## src/include/ipc_pkg.sv

```systemverilog
// constants and types for the interrupt post, clear and mask register block
//
// Overview of operation
// flags b: timer, 1ms, usb, endpoint bits
// flags c: gpio port2, line two, wrap
// flag read returns posted state per source
// soft-post off: writing 0 clears flag
// soft-post off: writing 1 changes nothing
// soft-post on: writing 0 is ignored
// soft-post on: writing 1 posts request
// pending only while mask bit is set
// events post even when masked
// each mask bit gates only its source
// soft-post enable is bit 7, rest reserved
// mask c: gpio2, line two, wrap bits
// three separate mask registers cover all sources
// flag holds until taken or cleared
// pending go to encoder, taken under global enable
// event beats a same-cycle clear
package ipc_pkg;

   // ----------------------------------------------------------------
   // register offsets
   // ----------------------------------------------------------------
   localparam logic [7:0] IPC_OFS_FLAGS_B = 8'hdb;
   localparam logic [7:0] IPC_OFS_FLAGS_C = 8'hdc;
   localparam logic [7:0] IPC_OFS_SOFT_CTRL = 8'hde;
   localparam logic [7:0] IPC_OFS_MASK_C = 8'hdf;
   localparam logic [7:0] IPC_OFS_MASK_A = 8'he0;
   localparam logic [7:0] IPC_OFS_MASK_B = 8'he1;
   localparam logic [7:0] IPC_OFS_EVT_STAT = 8'he2;
   localparam logic [7:0] IPC_OFS_EVT_MASK = 8'he3;

   // ----------------------------------------------------------------
   // reset values and implemented-bit masks
   // ----------------------------------------------------------------
   localparam logic [7:0] IPC_RST_VAL = 8'h00;
   localparam logic [7:0] IPC_VALID_B = 8'h7f;
   localparam logic [7:0] IPC_VALID_C = 8'h16;
   localparam logic [7:0] IPC_VALID_A = 8'hff;
   localparam logic [7:0] IPC_VALID_SOFT = 8'h80;
   localparam logic [3:0] IPC_VALID_EVT = 4'hf;

   // ----------------------------------------------------------------
   // field positions
   // ----------------------------------------------------------------
   localparam int IPC_SOFT_EN_BIT = 7;
   localparam int IPC_B_EP0 = 0;
   localparam int IPC_B_EP1 = 1;
   localparam int IPC_B_EP2 = 2;
   localparam int IPC_B_USB_RST = 3;
   localparam int IPC_B_USB_ACT = 4;
   localparam int IPC_B_TMR_1MS = 5;
   localparam int IPC_B_PIT = 6;
   localparam int IPC_C_WRAP = 1;
   localparam int IPC_C_EXT_LINE_TWO = 2;
   localparam int IPC_C_GPIO2 = 4;

   // block event status bits
   localparam int IPC_EV_SW_POST = 0;
   localparam int IPC_EV_SW_CLEAR = 1;
   localparam int IPC_EV_MASKED_POST = 2;
   localparam int IPC_EV_TAKEN = 3;

   // priority number of flags b bit 0; flags c bit n follows at base + 8 + n
   localparam logic [4:0] IPC_PRIO_BASE = 5'h08;

   // ----------------------------------------------------------------
   // types
   // ----------------------------------------------------------------
   typedef struct packed {
      logic [7:0] addr;
      logic [7:0] wdata;
      logic wr;
      logic rd;
   } ipc_bus_req_t;

   typedef struct packed {
      logic valid;
      logic [4:0] prio;
   } ipc_irq_req_t;

endpackage

```

## src/verilog/ipc_irq_regs.sv

```systemverilog
// posted-flag, soft-post and enable-mask registers with request to the processor
//
// Added by the designer: the address-and-strobe port.
`timescale 1ns/1ps
`default_nettype none
module ipc_irq_regs
   import ipc_pkg::*;
(
   input wire logic sys_clk_i,
   input wire logic srst_i,
   // register port
   input wire ipc_bus_req_t reg_req_i,
   output logic [7:0] reg_rdata_o,
   // source events, one-cycle pulses from logic on this clock
   input wire logic [7:0] hw_evt_b_i,
   input wire logic [7:0] hw_evt_c_i,
   // first posted-flag register lives outside; gated here by its mask
   input wire logic [7:0] posted_flags_a_i,
   output logic [7:0] pending_a_o,
   // processor side
   input wire logic global_irq_enable_i,
   input wire logic take_i,
   output ipc_irq_req_t irq_req_o,
   output logic irq_o
);

   // ----------------------------------------------------------------
   // address decode
   // ----------------------------------------------------------------
   logic wr_flags_b;
   logic wr_flags_c;
   logic wr_soft;
   logic wr_mask_a;
   logic wr_mask_b;
   logic wr_mask_c;
   logic wr_evt_stat;
   logic wr_evt_mask;

   always_comb begin
      wr_flags_b = 1'b0;
      wr_flags_c = 1'b0;
      wr_soft = 1'b0;
      wr_mask_a = 1'b0;
      wr_mask_b = 1'b0;
      wr_mask_c = 1'b0;
      wr_evt_stat = 1'b0;
      wr_evt_mask = 1'b0;
      if (reg_req_i.wr) begin
         if (reg_req_i.addr == IPC_OFS_FLAGS_B) begin
            wr_flags_b = 1'b1;
         end else if (reg_req_i.addr == IPC_OFS_FLAGS_C) begin
            wr_flags_c = 1'b1;
         end else if (reg_req_i.addr == IPC_OFS_SOFT_CTRL) begin
            wr_soft = 1'b1;
         end else if (reg_req_i.addr == IPC_OFS_MASK_C) begin
            wr_mask_c = 1'b1;
         end else if (reg_req_i.addr == IPC_OFS_MASK_A) begin
            wr_mask_a = 1'b1;
         end else if (reg_req_i.addr == IPC_OFS_MASK_B) begin
            wr_mask_b = 1'b1;
         end else if (reg_req_i.addr == IPC_OFS_EVT_STAT) begin
            wr_evt_stat = 1'b1;
         end else if (reg_req_i.addr == IPC_OFS_EVT_MASK) begin
            wr_evt_mask = 1'b1;
         end
      end
   end

   // ----------------------------------------------------------------
   // soft-post control, holding only the soft-post enable bit
   // ----------------------------------------------------------------
   logic [7:0] soft_ctrl_r;
   logic soft_post_enable;

   always_ff @(posedge sys_clk_i) begin
      if (srst_i) begin
         soft_ctrl_r <= IPC_RST_VAL;
      end else if (wr_soft) begin
         soft_ctrl_r <= reg_req_i.wdata & IPC_VALID_SOFT;
      end
   end

   assign soft_post_enable = soft_ctrl_r[IPC_SOFT_EN_BIT];

   // ----------------------------------------------------------------
   // enable mask registers a, b and c
   // ----------------------------------------------------------------
   logic [7:0] mask_a_r;
   logic [7:0] mask_b_r;
   logic [7:0] mask_c_r;
   logic [7:0] mask_b_nxt;
   logic [7:0] mask_c_nxt;

   // next values let the request flops see the mask that is about to stand
   always_comb begin
      mask_b_nxt = mask_b_r;
      mask_c_nxt = mask_c_r;
      if (wr_mask_b) begin
         mask_b_nxt = reg_req_i.wdata & IPC_VALID_B;
      end
      if (wr_mask_c) begin
         mask_c_nxt = reg_req_i.wdata & IPC_VALID_C;
      end
   end

   always_ff @(posedge sys_clk_i) begin
      if (srst_i) begin
         mask_a_r <= IPC_RST_VAL;
      end else if (wr_mask_a) begin
         mask_a_r <= reg_req_i.wdata & IPC_VALID_A;
      end
   end

   always_ff @(posedge sys_clk_i) begin
      if (srst_i) begin
         mask_b_r <= IPC_RST_VAL;
         mask_c_r <= IPC_RST_VAL;
      end else begin
         mask_b_r <= mask_b_nxt;
         mask_c_r <= mask_c_nxt;
      end
   end

   // ----------------------------------------------------------------
   // take: clear the flag of the request the processor accepted
   // ----------------------------------------------------------------
   logic take_ok;
   logic [15:0] take_clr;
   logic [4:0] take_idx;

   assign take_ok = take_i & irq_req_o.valid;
   assign take_idx = irq_req_o.prio - IPC_PRIO_BASE;

   always_comb begin
      take_clr = 16'h0000;
      if (take_ok) begin
         take_clr[take_idx[3:0]] = 1'b1;
      end
   end

   // ----------------------------------------------------------------
   // posted-flag registers b and c
   // ----------------------------------------------------------------
   logic [7:0] flags_b;
   logic [7:0] flags_c;
   logic [7:0] flags_b_nxt;
   logic [7:0] flags_c_nxt;

   // bit layout follows the field positions of the package
   ipc_flag_bank #(
      .VALID(IPC_VALID_B)
   ) u_flags_b (
      .sys_clk_i(sys_clk_i),
      .srst_i(srst_i),
      .hw_set_i(hw_evt_b_i),
      .wr_i(wr_flags_b),
      .wdata_i(reg_req_i.wdata),
      .soft_en_i(soft_post_enable),
      .take_clr_i(take_clr[7:0]),
      .flags_o(flags_b),
      .flags_nxt_o(flags_b_nxt)
   );

   ipc_flag_bank #(
      .VALID(IPC_VALID_C)
   ) u_flags_c (
      .sys_clk_i(sys_clk_i),
      .srst_i(srst_i),
      .hw_set_i(hw_evt_c_i),
      .wr_i(wr_flags_c),
      .wdata_i(reg_req_i.wdata),
      .soft_en_i(soft_post_enable),
      .take_clr_i(take_clr[15:8]),
      .flags_o(flags_c),
      .flags_nxt_o(flags_c_nxt)
   );

   // ----------------------------------------------------------------
   // pending requests and priority encoder
   // ----------------------------------------------------------------
   logic [15:0] pending_nxt;
   logic enc_found;
   logic [3:0] enc_index;

   // bitwise and: each mask bit gates its own source only
   assign pending_nxt = {flags_c_nxt & mask_c_nxt, flags_b_nxt & mask_b_nxt};
   assign pending_a_o = posted_flags_a_i & mask_a_r;

   ipc_prio_enc u_enc (
      .pending_i(pending_nxt),
      .found_o(enc_found),
      .index_o(enc_index)
   );

   always_ff @(posedge sys_clk_i) begin
      if (srst_i) begin
         irq_req_o <= '0;
      end else begin
         irq_req_o.valid <= enc_found & global_irq_enable_i;
         irq_req_o.prio <= IPC_PRIO_BASE + {1'b0, enc_index};
      end
   end

   // ----------------------------------------------------------------
   // block event status, w1c, and interrupt
   // ----------------------------------------------------------------
   logic [3:0] evt_stat_r;
   logic [3:0] evt_mask_r;
   logic [3:0] evt_set;
   logic [3:0] evt_clr;

   always_comb begin
      evt_set = 4'h0;
      evt_set[IPC_EV_SW_POST] = (wr_flags_b | wr_flags_c) & soft_post_enable
                                & (|reg_req_i.wdata);
      evt_set[IPC_EV_SW_CLEAR] = (wr_flags_b | wr_flags_c) & ~soft_post_enable
                                 & ~(&reg_req_i.wdata);
      evt_set[IPC_EV_MASKED_POST] = |({hw_evt_c_i & IPC_VALID_C & ~mask_c_r,
                                       hw_evt_b_i & IPC_VALID_B & ~mask_b_r});
      evt_set[IPC_EV_TAKEN] = take_ok;
      evt_clr = 4'h0;
      if (wr_evt_stat) begin
         evt_clr = reg_req_i.wdata[3:0];
      end
   end

   always_ff @(posedge sys_clk_i) begin
      if (srst_i) begin
         evt_stat_r <= IPC_RST_VAL[3:0];
      end else begin
         // set wins over a same-cycle write of one
         evt_stat_r <= evt_set | (evt_stat_r & ~evt_clr);
      end
   end

   always_ff @(posedge sys_clk_i) begin
      if (srst_i) begin
         evt_mask_r <= IPC_RST_VAL[3:0];
      end else if (wr_evt_mask) begin
         evt_mask_r <= reg_req_i.wdata[3:0] & IPC_VALID_EVT;
      end
   end

   assign irq_o = |(evt_stat_r & evt_mask_r);

   // ----------------------------------------------------------------
   // read data, one cycle after the read strobe, zero otherwise
   // ----------------------------------------------------------------
   logic [7:0] rd_mux;

   always_comb begin
      rd_mux = 8'h00;
      if (reg_req_i.addr == IPC_OFS_FLAGS_B) begin
         rd_mux = flags_b;
      end else if (reg_req_i.addr == IPC_OFS_FLAGS_C) begin
         rd_mux = flags_c;
      end else if (reg_req_i.addr == IPC_OFS_SOFT_CTRL) begin
         rd_mux = soft_ctrl_r;
      end else if (reg_req_i.addr == IPC_OFS_MASK_C) begin
         rd_mux = mask_c_r;
      end else if (reg_req_i.addr == IPC_OFS_MASK_A) begin
         rd_mux = mask_a_r;
      end else if (reg_req_i.addr == IPC_OFS_MASK_B) begin
         rd_mux = mask_b_r;
      end else if (reg_req_i.addr == IPC_OFS_EVT_STAT) begin
         rd_mux = {4'h0, evt_stat_r};
      end else if (reg_req_i.addr == IPC_OFS_EVT_MASK) begin
         rd_mux = {4'h0, evt_mask_r};
      end
   end

   always_ff @(posedge sys_clk_i) begin
      if (srst_i) begin
         reg_rdata_o <= IPC_RST_VAL;
      end else if (reg_req_i.rd) begin
         reg_rdata_o <= rd_mux;
      end else begin
         reg_rdata_o <= 8'h00;
      end
   end

endmodule
`default_nettype wire

```

## src/verilog/ipc_flag_bank.sv

```systemverilog
// one posted-flag register: hardware posting, software clear and software post
`timescale 1ns/1ps
`default_nettype none
module ipc_flag_bank
   import ipc_pkg::*;
#(
   parameter logic [7:0] VALID = 8'hff
) (
   input wire logic sys_clk_i,
   input wire logic srst_i,
   input wire logic [7:0] hw_set_i,
   input wire logic wr_i,
   input wire logic [7:0] wdata_i,
   input wire logic soft_en_i,
   input wire logic [7:0] take_clr_i,
   output logic [7:0] flags_o,
   output logic [7:0] flags_nxt_o
);

   logic [7:0] flags_r;
   logic [7:0] set_w;
   logic [7:0] clr_w;

   genvar g;
   generate
      for (g = 0; g < 8; g++) begin : g_bit
         // events post regardless of mask; a written 1 posts only with soft-post on
         assign set_w[g] = VALID[g] & (hw_set_i[g] | (wr_i & soft_en_i & wdata_i[g]));
         // a written 0 clears only with soft-post off; 1s then do nothing
         assign clr_w[g] = (wr_i & ~soft_en_i & ~wdata_i[g]) | take_clr_i[g];
         // set wins over any clear in the same cycle
         assign flags_nxt_o[g] = set_w[g] | (flags_r[g] & ~clr_w[g]);
      end
   endgenerate

   always_ff @(posedge sys_clk_i) begin
      if (srst_i) begin
         flags_r <= IPC_RST_VAL;
      end else begin
         flags_r <= flags_nxt_o;
      end
   end

   assign flags_o = flags_r;

endmodule
`default_nettype wire

```

## src/verilog/ipc_prio_enc.sv

```systemverilog
// priority encoder over the pending requests; lowest index wins
`timescale 1ns/1ps
`default_nettype none
module ipc_prio_enc
   import ipc_pkg::*;
(
   input wire logic [15:0] pending_i,
   output logic found_o,
   output logic [3:0] index_o
);

   function automatic logic [4:0] first_set(input logic [15:0] v);
      logic [4:0] r;
      r = 5'h00;
      for (int i = 15; i >= 0; i--) begin
         if (v[i]) begin
            r = {1'b1, 4'(i)};
         end
      end
      return r;
   endfunction

   always_comb begin
      {found_o, index_o} = first_set(pending_i);
   end

endmodule
`default_nettype wire

```

## config.mk

```make
export PLATFORM = sky130hd
export DESIGN_NAME = ipc_irq_regs
export DESIGN_NICKNAME = d
export VERILOG_FILES = /design/src/include/ipc_pkg.sv /design/src/verilog/ipc_irq_regs.sv /design/src/verilog/ipc_flag_bank.sv /design/src/verilog/ipc_prio_enc.sv
export SDC_FILE = /design/constraint.sdc
export NUM_CORES = 1
export LEC_CHECK = 0
export BUFFER_PORTS_ARGS = -buffer_cell sky130_fd_sc_hd__buf_2
export CAP_MARGIN = 5
export CORE_MARGIN = 3
export CORE_UTILIZATION = 51
export DETAILED_ROUTE_END_ITERATION = 16
export PLACE_DENSITY = 0.74
export SYNTH_ARGS = -nofsm -noshare
export SYNTH_HDL_FRONTEND = slang
export SYNTH_HIERARCHICAL = 1
export SYNTH_SLANG_ARGS = --single-unit
```

## constraint.sdc

```tcl
create_clock -name sys_clk_i -period 4.53 [get_ports sys_clk_i]
set_clock_uncertainty 0.15 [all_clocks]
set_input_delay 0.906 -clock sys_clk_i [delete_from_list [all_inputs] [get_ports sys_clk_i]]
set_output_delay 0.906 -clock sys_clk_i [all_outputs]
set_load 0.01 [all_outputs]
```

==> results of run 1 <==
-- stage by stage --
step	instances	utilization, %	setup WS [ps]	power, mW	hold WS, ps
floorplan	427	-	982.0	0.6370	284.6
global route	586	63.38	771.4	1.208	351.3
detailed placement	570	60.47	685.0	0.6859	322.5
global placement	570	60.47	753.0	0.6828	318.0
finish	586	63.38	966.5	1.171	342.4
CTS	586	63.38	1008	1.167	334.2
-- worst max-delay path, stage by stage --
cell	delay, ps
buf_2	190
or4b_1	710
nor4_4	220
buf_4	250
mux2i_1	280
nor2b_1	150
nor4_2	320
nand3_1	130
or3_1	320
and3_1	170
-- where the power goes --
group / switching, mW / internal (mW) / total (mW)
Sequential: 0.00591 / 0.561 / 0.567
Clock: 0.224 / 0.269 / 0.493
Combinational: 0.0704 / 0.0410 / 0.111
Total: 0.300 / 0.871 / 1.17
-- area by class of cell --
class / count / area [sq um] / area share [%]
Timing Repair Buffer: 67 / 347.8 / 8.356
Inverter: 20 / 77.57 / 1.864
Multi-Input combinational cell: 327 / 2168 / 52.09
Clock inverter: 3 / 42.54 / 1.022
Tap cell: 93 / 116.4 / 2.795
Sequential cell: 63 / 1261 / 30.30
Clock buffer: 13 / 148.9 / 3.577
-- registers in the layout (all words and copies together) (netlist names), 6 cells and up --
name and cells:
u_flags_b/flags_o 8, irq_req_o 6, reg_rdata_o 8, mask_c_r 8, u_flags_c/flags_o 8, mask_b_r 8
mask_a_r 8
-- worst paths after layout --
check	slack, ps	from	to
setup / recovery	970	reg_req_i[12]	irq_req_o[5]$_SDFF_PP0_
hold / removal	340	mask_c_r[6]$_SDFF_PP0_	mask_c_r[6]$_SDFF_PP0_
setup reg to reg	1810	irq_req_o[5]$_SDFF_PP0_	irq_req_o[5]$_SDFF_PP0_
hold reg to reg	340	mask_c_r[6]$_SDFF_PP0_	mask_c_r[6]$_SDFF_PP0_
-- layer usage --
metal / routed length, um / GRT usage [%] / up-vias
met5: 0 / 0 / -
met4: 355 / 12.77 / 0
met3: 1075 / 6.427 / 30
met2: 5053 / 42.04 / 192
met1: 4669 / 35.85 / 1705
li1: - / - / 1676
-- logic make-up (layout without fill, tap and decap cells) --
group                  after synthesis  in the layout  share of synthesized area [%]
AOI/OAI and AO/OA                   97             97                          18.97
and+or+nand+nor                    200            200                          31.78
DFF                                 63             63                          35.21
muxes                               30             30                          9.780
buffers and inverters               37            103                          4.261
-- layout by cell type, fill, tap and decap left out, types with 4 or more instances in the layout --
master,synthesis,routed
nand2_1,24,24
o21ai_0,13,13
a22oi_1,8,8
o21ai_1,6,6
buf_2,3,62
o22ai_1,8,8
nand4_1,4,4
mux4_2,4,4
a21oi_1,16,16
a21bo_2,4,4
or3_1,5,5
and2_1,12,12
nor3b_1,7,7
nor2b_1,27,27
and3_1,12,12
a31oi_1,4,4
dfxtp_1,63,63
nor2_1,63,63
mux2i_1,26,26
clkbuf_8,0,10
a211oi_1,20,20
buf_4,0,5
nor3_1,10,10
nor4b_2,5,5
inv_1,19,19
nand2b_1,5,5
nand3_1,7,7
==> metrics.md, run 1 <==
| Metric | Value |
|---|---|
| Outcome | `finished, final reports clean` |
| Worst Path Max Fanout | `15` |
| Tmin final | `3564 ps` |
| Relative slew margins | `34.08%` |
| WP data arrival | `3650 ps` |
| Placed inst area | `0.003971 sq mm` |
| FMAX | `0.2806 GHz` |
| # hold bufs at CTS | `0` |
| Setup CP Type | `in -> reg` |
| Clock buffer depth | `2` |
| Setup Buffers After CTS | `0` |
| Final #Nets | `534` |
| Wire per inst | `19.03 um` |
| Final setup fails | `0` |
| Number of fill cells | `594` |
| Vias per cell | `6.148` |
| Port buffer count | `62` |
| Setup TNS Final | `0 ps` |
| CTS Root Cell | `clkbuf_8` |
| All-Layer GR Usage | `27.18%` |
| Syn Area/Cell | `8.389 sq um` |
| Initial antenna violation count | `0` |
| Hold Path Class | `reg -> reg` |
| Synthesized cell area | `0.003582 sq mm` |
| Cell area power density | `281.3 mW/mm^2` |
| Synth Instances | `427` |
| Worst VDD drop | `0.0001790 V` |
| Syn-to-layout area delta | `16.21%` |
| Sequential fraction of the synthesis area | `35.21%` |
| Hold path cells | `2` |
| First-pass GRT wire length | `17.47 mm` |
| Row Count | `29` |
| Chip width | `89.81 um` |
| TritonCTS clock tree | `done` |
| Post-route cell area | `0.004163 sq mm` |
| Largest net degree at the start of global routing | `36` |
| Residual DRC | `0` |
| Routed WL | `11.15 mm` |
| Via count | `3603` |
| Yosys Warn Count | `6` |
| Core box area | `0.006568 sq mm` |
| Worst-Skew Late Latency | `340 ps` |
| Die Area | `0.008066 sq mm` |
| Commonest cells post-synth | `63 x dfxtp_1, 63 x nor2_1, 27 x nor2b_1, 26 x mux2i_1, 24 x nand2_1` |
| Critical Path Start Type | `input pin` |
| Worst EP required | `4620 ps` |
| EDFF count, synth | `0` |
| Initial DRC count | `326` |
| H-tree depth | `3` |
| Period Utilization, post-route | `78.66%` |
| Chip height | `89.81 um` |
| Worst Setup End Kind | `register` |
| Synth top area share | `35.21%` |
| Distinct cells, synth | `55` |
| Gpl congestion | `0.9967` |
| CTS buffer count | `9` |
| Starting density of the core | `54.54%` |
| Max-Cap Viols | `0` |
| Reg2Reg Depth | `11` |
| Leak pwr | `1.683 nW` |
| Syn_nets | `473` |
| Vias in the first global route | `3415` |
| Post-DP HPWL | `8.173 mm` |
| Post-synth top flop | `dfxtp_1` |
| Post-cts resize count | `0` |
| Routed Antenna Nets | `0` |
| Dominant cell type by area after synthesis | `dfxtp_1` |
| Layout cells sized above 1 | `20.69%` |
| RSZ-0062 raised after global routing | `false` |
| TritonRoute pass-1 iters | `6` |
| Post-synth ARST share | `0%` |
| Synthesis-stage register bit count | `63` |
| CTS clk-pin slew, worst paths | `70 ps` |
| Antenna Cells | `0` |
| Grt ovf | `0` |
| Ports | `69` |
| Actual slew at the worst max-slew pin | `986.7 ps` |
| Final Max Tran Viols | `0` |
| Final hold violations | `0` |
| Top post-synthesis cells by area | `dfxtp_1 35%, mux2i_1 7.3%, nor2_1 6.6%` |
| CTS sink cnt | `63` |
Note: power is estimated with default switching activity, not from simulation.
==> run 2: changes to the inputs <==
--- a/config.mk
+++ b/config.mk
@@ -5,6 +5,7 @@
 export SDC_FILE = /design/constraint.sdc
 export NUM_CORES = 1
 export LEC_CHECK = 0
+export ABC_AREA = 1
 export BUFFER_PORTS_ARGS = -buffer_cell sky130_fd_sc_hd__buf_2
 export CAP_MARGIN = 5
 export CORE_MARGIN = 3
==> constraint.sdc (replaced) <==
create_clock -name sys_clk_i -period 3.7 [get_ports sys_clk_i]
set_clock_uncertainty 0.15 [all_clocks]
set_input_delay 0.74 -clock sys_clk_i [delete_from_list [all_inputs] [get_ports sys_clk_i]]
set_output_delay 0.74 -clock sys_clk_i [all_outputs]
set_load 0.01 [all_outputs]
==> run 2 against run 1 <==
Compared with the run above: total power up 27%; combinational power is 17% higher; register-to-register slack got worse by 620 ps; flip-flop and latch count unchanged; final cell count rose by 35%; worst hold slack lost 21 ps; design area up 6.4%; clock power up 34%; clock-buffer cell count shrank 2; largest power group unchanged.
==> metrics.md, run 2 <==
| Metric | Value |
|---|---|
| Outcome | `finished, final reports clean` |
| Post-DP HPWL | `8.248 mm (+0.92%)` |
| Ports | `69 (unchanged)` |
| EDFF count, synth | `0 (unchanged)` |
| Residual DRC | `0 (unchanged)` |
| Port buffer count | `62 (unchanged)` |
| Cell Chain, Critical Path | `buf_2 -> nand3b_1 -> nor2_1 -> nand2_1 -> nor2_2 -> and3_1 -> inv_2 -> nor2_4 -> nand2_1 -> nand3_2 -> inv_1 -> and3_1 -> or2_1 -> nor4_1 -> nor3_1 -> inv_1 -> nor2_1` |
| Vias per cell | `5.159 (-16%)` |
| Chip width | `92.60 um (+3.1%)` |
| Syn Area/Cell | `6.081 sq um (-28%)` |
| Top post-synthesis cells by area | `dfxtp_1 33%, nand2_1 14%, inv_1 13%` |
| Adder-cell share of the synthesized area | `0% (unchanged)` |
| TritonRoute pass-1 iters | `7 (+1)` |
| Layout cells sized above 1 | `18.51% (-2.2 points)` |
| Vias in the first global route | `3720 (+8.9%)` |
| H-tree depth | `3 (unchanged)` |
| Distinct cells, synth | `34 (-38%)` |
| Gpl congestion | `0.9316 (-6.5%)` |
| Final hold violations | `0 (unchanged)` |
| Via count | `4091 (+14%)` |
| FMAX | `0.3280 GHz` |
| Largest net degree at the start of global routing | `56 (+56%)` |
| Final Max Tran Viols | `0 (unchanged)` |
| Commonest non-fill, non-tap cell in the layout | `nand2_1` |
| Grt ovf | `0 (unchanged)` |
| Worst VDD drop | `0.0001851 V (+3.4%)` |
| Syn-to-layout area delta | `15.77%` |
| Actual slew at the worst max-slew pin | `771.8 ps (-214.9 ps)` |
| Post-Synth XOR/XNOR Area | `0% (unchanged)` |
| Commonest cells post-synth | `141 x nand2_1, 129 x inv_1, 91 x nor2_1, 63 x dfxtp_1, 47 x nand3_1` |
| Post-synth ARST share | `0% (unchanged)` |
| Synthesized cell area | `0.003825 sq mm (+6.8%)` |
| Clock buffer depth | `2 (unchanged)` |
| Tmin final | `3049 ps` |
| Starting density of the core | `54.49% (about the same)` |
| Wire per inst | `13.95 um (-27%)` |
| Final setup fails | `0 (unchanged)` |
| RSZ-0062 raised after global routing | `false` |
| Post-cts resize count | `0 (unchanged)` |
| Sequential fraction of the synthesis area | `32.97% (-2.2 points)` |
| WHS | `321.5 ps (-20.85 ps)` |
| Critical-path top delay cell | `nor4_1` |
| Antenna Cells | `0 (unchanged)` |
| Most frequent cells in the layout | `141 x nand2_1, 129 x inv_1, 91 x nor2_1, 63 x dfxtp_1, 62 x buf_2` |
| Top-count cell post-synth | `nand2_1` |
| Setup CP Type | `in -> reg` |
| First-pass GRT wire length | `17.70 mm (+1.3%)` |
| Leak pwr | `2.304 nW (+37%)` |
| Worst Setup End Kind | `register` |
| Critical Path Start Type | `input pin` |
| Final #Nets | `739 (+38%)` |
| Max incr delay on CP | `430 ps (-280 ps)` |
| Dpl ws | `317.7 ps (-367.3 ps)` |
| Core box area | `0.007019 sq mm (+6.9%)` |
| Syn_nets | `675 (+43%)` |
| Setup Buffers After CTS | `0 (unchanged)` |
| WP data arrival | `3100 ps (-550 ps)` |
| Die Area | `0.008575 sq mm (+6.3%)` |
| Synthesis-stage register bit count | `63 (unchanged)` |
| Initial DRC count | `259 (-21%)` |
| Worst EP required | `3750 ps (-870 ps)` |
| Relative slew margins | `48.47% (+14 points)` |
| Dominant cell type by area after synthesis | `dfxtp_1` |
| Setup TNS Final | `0 ps (unchanged)` |
| Initial antenna violation count | `0 (unchanged)` |
| Synth top area share | `32.97% (-2.2 points)` |
| All-Layer GR Usage | `26.71% (-0.46 points)` |
| Worst-Skew Late Latency | `340 ps (about the same)` |
| # hold bufs at CTS | `0 (unchanged)` |
| Cell area power density | `335.5 mW/mm^2 (+19%)` |
| CTS Root Cell | `clkbuf_8` |
| Total Power | `1.486 mW (+27%)` |
| Synth Area in Compound Gates | `11.78% (-7.2 points)` |
| CTS sink cnt | `63 (unchanged)` |
| Hold Path Class | `reg -> reg` |
| Period Utilization, post-route | `82.40%` |
| Chip height | `92.60 um (+3.1%)` |
| CTS clk-pin slew, worst paths | `70 ps (about the same)` |
| Synth Instances | `629 (+47%)` |
| CTS buffer count | `9 (unchanged)` |
| Yosys Warn Count | `6 (unchanged)` |
| Setup ws final | `651.0 ps (-315.4 ps)` |
| Routed Antenna Nets | `0 (unchanged)` |
| Post-synthesis simple-gate area fraction | `38.50% (+6.7 points)` |
| Max-Cap Viols | `0 (unchanged)` |
| Worst Path Max Fanout | `7 (-8)` |
| Main combinational cell family by area after synthesis | `simple AND/OR/NAND/NOR gates` |
| Row Count | `30 (+3.4%)` |
| Routed WL | `11.07 mm (-0.80%)` |
| Mux cell area share after synthesis | `0% (-9.8 points)` |
| Post-synth top flop | `dfxtp_1` |
| TritonCTS clock tree | `done` |
## run 2: changes by cell type in the layout (fill, tap and decap cells not counted), moves of 9 or more
cell / change
o21ai_1: +10
and2_1: -12
a211oi_1: -20
inv_1: +110
nor2b_1: -27
and3_1: -9
nand4_1: +10
mux2i_1: -26
nand2_1: +117
a21oi_1: +9
nor2_1: +28
inv_2: +15
nand3_1: +40
## run 2: final cells by class
cell class	count	area [sq um]
clock buffers	11	141.4
multi-input cells	405	1923
well taps	96	120.1
fillers	725	2591
flip-flops and latches	63	1261
inverters	145	549.3
repair buffers	69	362.8
clock inverters	4	70.07
## run 2: cell families after synthesis
family | after synthesis
DFF | 63
AOI/OAI and AO/OA | 72
and+or+nand+nor | 333
buffers and inverters | 161
## run 2: per-layer routing
metal,GRT usage [%],up-vias,routed length (um)
met1,35.45,1832,4782
met3,5.361,27,959
met5,0,-,0
li1,-,2060,-
met2,42.18,172,4981
met4,11.26,0,342
## run 2: per-stage QoR
| step | util, % | std cells | area, sq um |
|---|---|---|---|
| after detailed placement | 60.07 | 778 | 4217 |
| after global placement | 60.07 | 778 | 4217 |
| final | 63.08 | 793 | 4428 |
| after CTS | 63.08 | 793 | 4428 |
| after floorplan | - | 629 | 3825 |
| after global routing | 63.08 | 793 | 4428 |
## run 2: worst max-delay path: cells and delay by family
kind / cells / cell delay (ps)
and+or+nand+nor: 13 / 2060
buffers and inverters: 4 / 320
## run 2: path summary, 6_finish.rpt
path / from / end / slack, ps / depth (start not counted)
setup / recovery: reg_req_i[15] / irq_req_o[4]$_SDFF_PP0_ / 650 / 17
hold / removal: u_flags_c/flags_o[3]$_SDFF_PP0_ / u_flags_c/flags_o[3]$_SDFF_PP0_ / 320 / 2
setup reg to reg: soft_ctrl_r[7]$_SDFFE_PP0P_ / irq_req_o[0]$_SDFF_PP0_ / 1190 / 21
hold reg to reg: u_flags_c/flags_o[3]$_SDFF_PP0_ / u_flags_c/flags_o[3]$_SDFF_PP0_ / 320 / 2
## run 2: report_power, final
group          total [mW]  internal, mW  switching [mW]
Combinational       0.130        0.0416          0.0888
Sequential          0.695         0.688         0.00658
Clock               0.660         0.392           0.268
==> run 3: changes to the inputs <==
--- a/config.mk
+++ b/config.mk
@@ -5,13 +5,13 @@
 export SDC_FILE = /design/constraint.sdc
 export NUM_CORES = 1
 export LEC_CHECK = 0
-export ABC_AREA = 1
+export ABC_AREA = 0
 export BUFFER_PORTS_ARGS = -buffer_cell sky130_fd_sc_hd__buf_2
 export CAP_MARGIN = 5
 export CORE_MARGIN = 3
-export CORE_UTILIZATION = 51
+export CORE_UTILIZATION = 50
 export DETAILED_ROUTE_END_ITERATION = 16
-export PLACE_DENSITY = 0.74
+export PLACE_DENSITY = 0.76
 export SYNTH_ARGS = -nofsm -noshare
 export SYNTH_HDL_FRONTEND = slang
 export SYNTH_HIERARCHICAL = 1
==> constraint.sdc (replaced) <==
create_clock -name sys_clk_i -period 2.6 [get_ports sys_clk_i]
set_clock_uncertainty 0.15 [all_clocks]
set_input_delay 0.52 -clock sys_clk_i [delete_from_list [all_inputs] [get_ports sys_clk_i]]
set_output_delay 0.52 -clock sys_clk_i [all_outputs]
set_load 0.01 [all_outputs]
==> run 3 against run 2 <==
Compared with the run above: the run now ends with setup timing left; total power rose by 42%; flip-flop and latch count did not move; final cell count fell by 13%; largest cell class unchanged; die area fell by 4.2%.
==> metrics.md, run 3 (synthesized netlist as in run 1, its figures left out) <==
| Metric | Value |
|---|---|
| RSZ-0062 raised after global routing | `true` |
| Actual slew at the worst max-slew pin | `685.2 ps (-86.66 ps)` |
| CTS clk-pin slew, worst paths | `70 ps (about the same)` |
| Largest net degree at the start of global routing | `24 (-57%)` |
| Final hold violations | `0 (unchanged)` |
| Antenna Cells | `0 (unchanged)` |
| Initial DRC count | `362 (+40%)` |
| Max-Cap Viols | `0 (unchanged)` |
| Tmin final | `2808 ps` |
| Chip width | `90.64 um (-2.1%)` |
| CTS sink cnt | `63 (unchanged)` |
| Clock buffer depth | `2 (unchanged)` |
| Final #Nets | `632 (-14%)` |
| WP data arrival | `2900 ps (-200 ps)` |
| Worst Setup End Kind | `register` |
| Layout cells sized above 1 | `42.64% (+24 points)` |
| H-tree depth | `3 (unchanged)` |
| Setup CP Type | `in -> reg` |
| Period Utilization, post-route | `108.0%` |
| Grt ovf | `0 (unchanged)` |
| Int Power | `1.538 mW (+37%)` |
| Vias per cell | `5.984 (+16%)` |
| Final setup fails | `6 (+6)` |
| Core box area | `0.006869 sq mm (-2.1%)` |
| Gpl congestion | `0.9620 (+3.3%)` |
| Final Max Tran Viols | `0 (unchanged)` |
| Reg2Reg Setup Slack | `-20 ps (-1210 ps)` |
| Leak pwr | `2.239 nW (-2.8%)` |
| Wire per inst | `18.99 um (+36%)` |
| Worst r2r dst | `irq_req_o[5]$_SDFF_PP0_` |
| Sequential Power Share | `46.8% (about the same)` |
| Ports | `69 (unchanged)` |
| Post-DP HPWL | `9.204 mm (+12%)` |
| Hold Crit Endpoint | `irq_req_o[5]$_SDFF_PP0_` |
| Dpl ws | `-595.8 ps (-913.5 ps)` |
| Die Area | `0.008216 sq mm (-4.2%)` |
| Residual DRC | `0 (unchanged)` |
| First-pass GRT wire length | `19.35 mm (+9.3%)` |
| Worst EP required | `2690 ps (-1060 ps)` |
| Sw Ratio | `27.08% (+2.6 points)` |
| Most frequent cells in the layout | `97 x buf_4, 62 x dfxtp_1, 60 x buf_2, 56 x nor2_1, 23 x nand2_1` |
| All-Layer GR Usage | `30.00% (+3.3 points)` |
| Vias in the first global route | `3851 (+3.5%)` |
| Outcome | `complete, but fails checks` |
| Hold Path Class | `in -> reg` |
| TritonCTS clock tree | `done` |
| Chip height | `90.64 um (-2.1%)` |
| TritonRoute pass-1 iters | `6 (-1)` |
| Placed Cells | `658 (-15%)` |
| Hold Startpoint | `global_irq_enable_i` |
| Hold path cells | `2 (unchanged)` |
| CTS Root Cell | `clkbuf_8` |
| Via count | `4111 (+0.49%)` |
| Cell area power density | `402.9 mW/mm^2 (+20%)` |
| Switching power of the nets | `0.5712 mW (+57%)` |
| Worst VDD drop | `0.0003202 V (+73%)` |
| Share of power burned in combinational logic | `12.9% (+4.1 points)` |
| Reg2Reg Depth | `10 (-52%)` |
| Routed Antenna Nets | `0 (unchanged)` |
| Syn-to-layout area delta | `46.18%` |
| FMAX | `0.3561 GHz` |
| Worst-Skew Late Latency | `350 ps (about the same)` |
| Setup TNS Final | `-444.0 ps (-444.0 ps)` |
| Port buffer count | `62 (unchanged)` |
| Commonest non-fill, non-tap cell in the layout | `buf_4` |
| Row Count | `30 (unchanged)` |
| Failing checks | `setup timing` |
| Routed WL | `13.04 mm (+18%)` |
| Initial antenna violation count | `0 (unchanged)` |
| Setup ws final | `-208.3 ps (-859.3 ps)` |
| Relative slew margins | `53.68% (+5.2 points)` |
| Clock Power Share | `40.2% (-4.3 points)` |
| Worst Path Max Fanout | `4 (-3)` |
| Reg-to-reg critical path startpoint | `irq_req_o[5]$_SDFF_PP0_` |
| CTS buffer count | `9 (unchanged)` |
| Critical Path Start Type | `input pin` |
| Starting density of the core | `52.15% (-2.3 points)` |
| Post-Layout Cell Count | `687 (-13%)` |
run 3: cell count changes in the layout (fill, tap and decap cells not counted), sizes merged, moves of 10 or more:
cell and delta:
inv -125, a21oi -15, nor2 -32, nand3 -47, buf +96, a211oi +16, nor2b +28, and2 +12
mux2i +26, nand4 -10, nand2 -121
run 3: layer usage:
layer,GRT usage [%],vias to the layer above,share of wire (%)
li1,-,1873,-
met1,38.63,1928,40
met2,48.98,260,48
met3,6.583,50,9.5
met4,11.48,0,3.1
met5,0,-,0
run 3: cell type report:
class / count / area (sq um)
fill: 485 / 1633
clock buffer: 10 / 127.6
tap: 96 / 120.1
timing repair buffer: 165 / 1136
inverter: 20 / 81.33
sequential: 63 / 1262
multi-input combinational: 327 / 2447
clock inverter: 6 / 61.31
run 3: power groups by stage:
stage	Combinational (mW)	Sequential (mW)	Clock, mW
after floorplan	0.108	1.00	0
after global placement	0.230	1.01	0
after detailed placement	0.237	1.01	0
after CTS	0.245	0.986	0.851
after global routing	0.292	0.988	0.904
final	0.273	0.988	0.849
run 3: timing repair:
item	CTS	global route
endpoints found under the hold margin	0	0
resized for setup	18	53
hold buffers	0	0
buffers inserted	4	9
setup endpoints to repair	6	6
pin swaps	9	18
run 3: worst max path at each step:
stage                  startpoint  slack, ps                      end
CTS                 reg_req_i[15]       -120  irq_req_o[5]$_SDFF_PP0_
global placement    reg_req_i[14]       -490  irq_req_o[5]$_SDFF_PP0_
detailed placement  reg_req_i[14]       -600  irq_req_o[5]$_SDFF_PP0_
finish              reg_req_i[15]       -210  irq_req_o[5]$_SDFF_PP0_
global route        reg_req_i[10]       -170  irq_req_o[5]$_SDFF_PP0_
floorplan           reg_req_i[12]       -480  irq_req_o[5]$_SDFF_PP0_
run 3: stage by stage:
stage | cell area [sq um] | utilization [%] | power [mW] | hold slack [ps]
3_5_place_dp | 4623 | 67.30 | 1.246 | 312.6
5_1_grt | 5236 | 76.23 | 2.184 | 273.7
2_1_floorplan | 3601 | - | 1.112 | 284.6
6_report | 5236 | 76.23 | 2.109 | 278.2
3_3_place_gp | 4623 | 67.30 | 1.239 | 316.2
4_1_cts | 4913 | 71.53 | 2.082 | 271.1
run 3: worst max-delay path: stages:
cell and delay (ps):
buf_6 100, and4b_1 280, and2_4 150, and3_4 210, inv_4 50, buf_4 130
o21ai_0 410, a21oi_1 120, nor2b_1 190, nor2_2 170, nand3_2 100, or3_1 310
and3_1 150
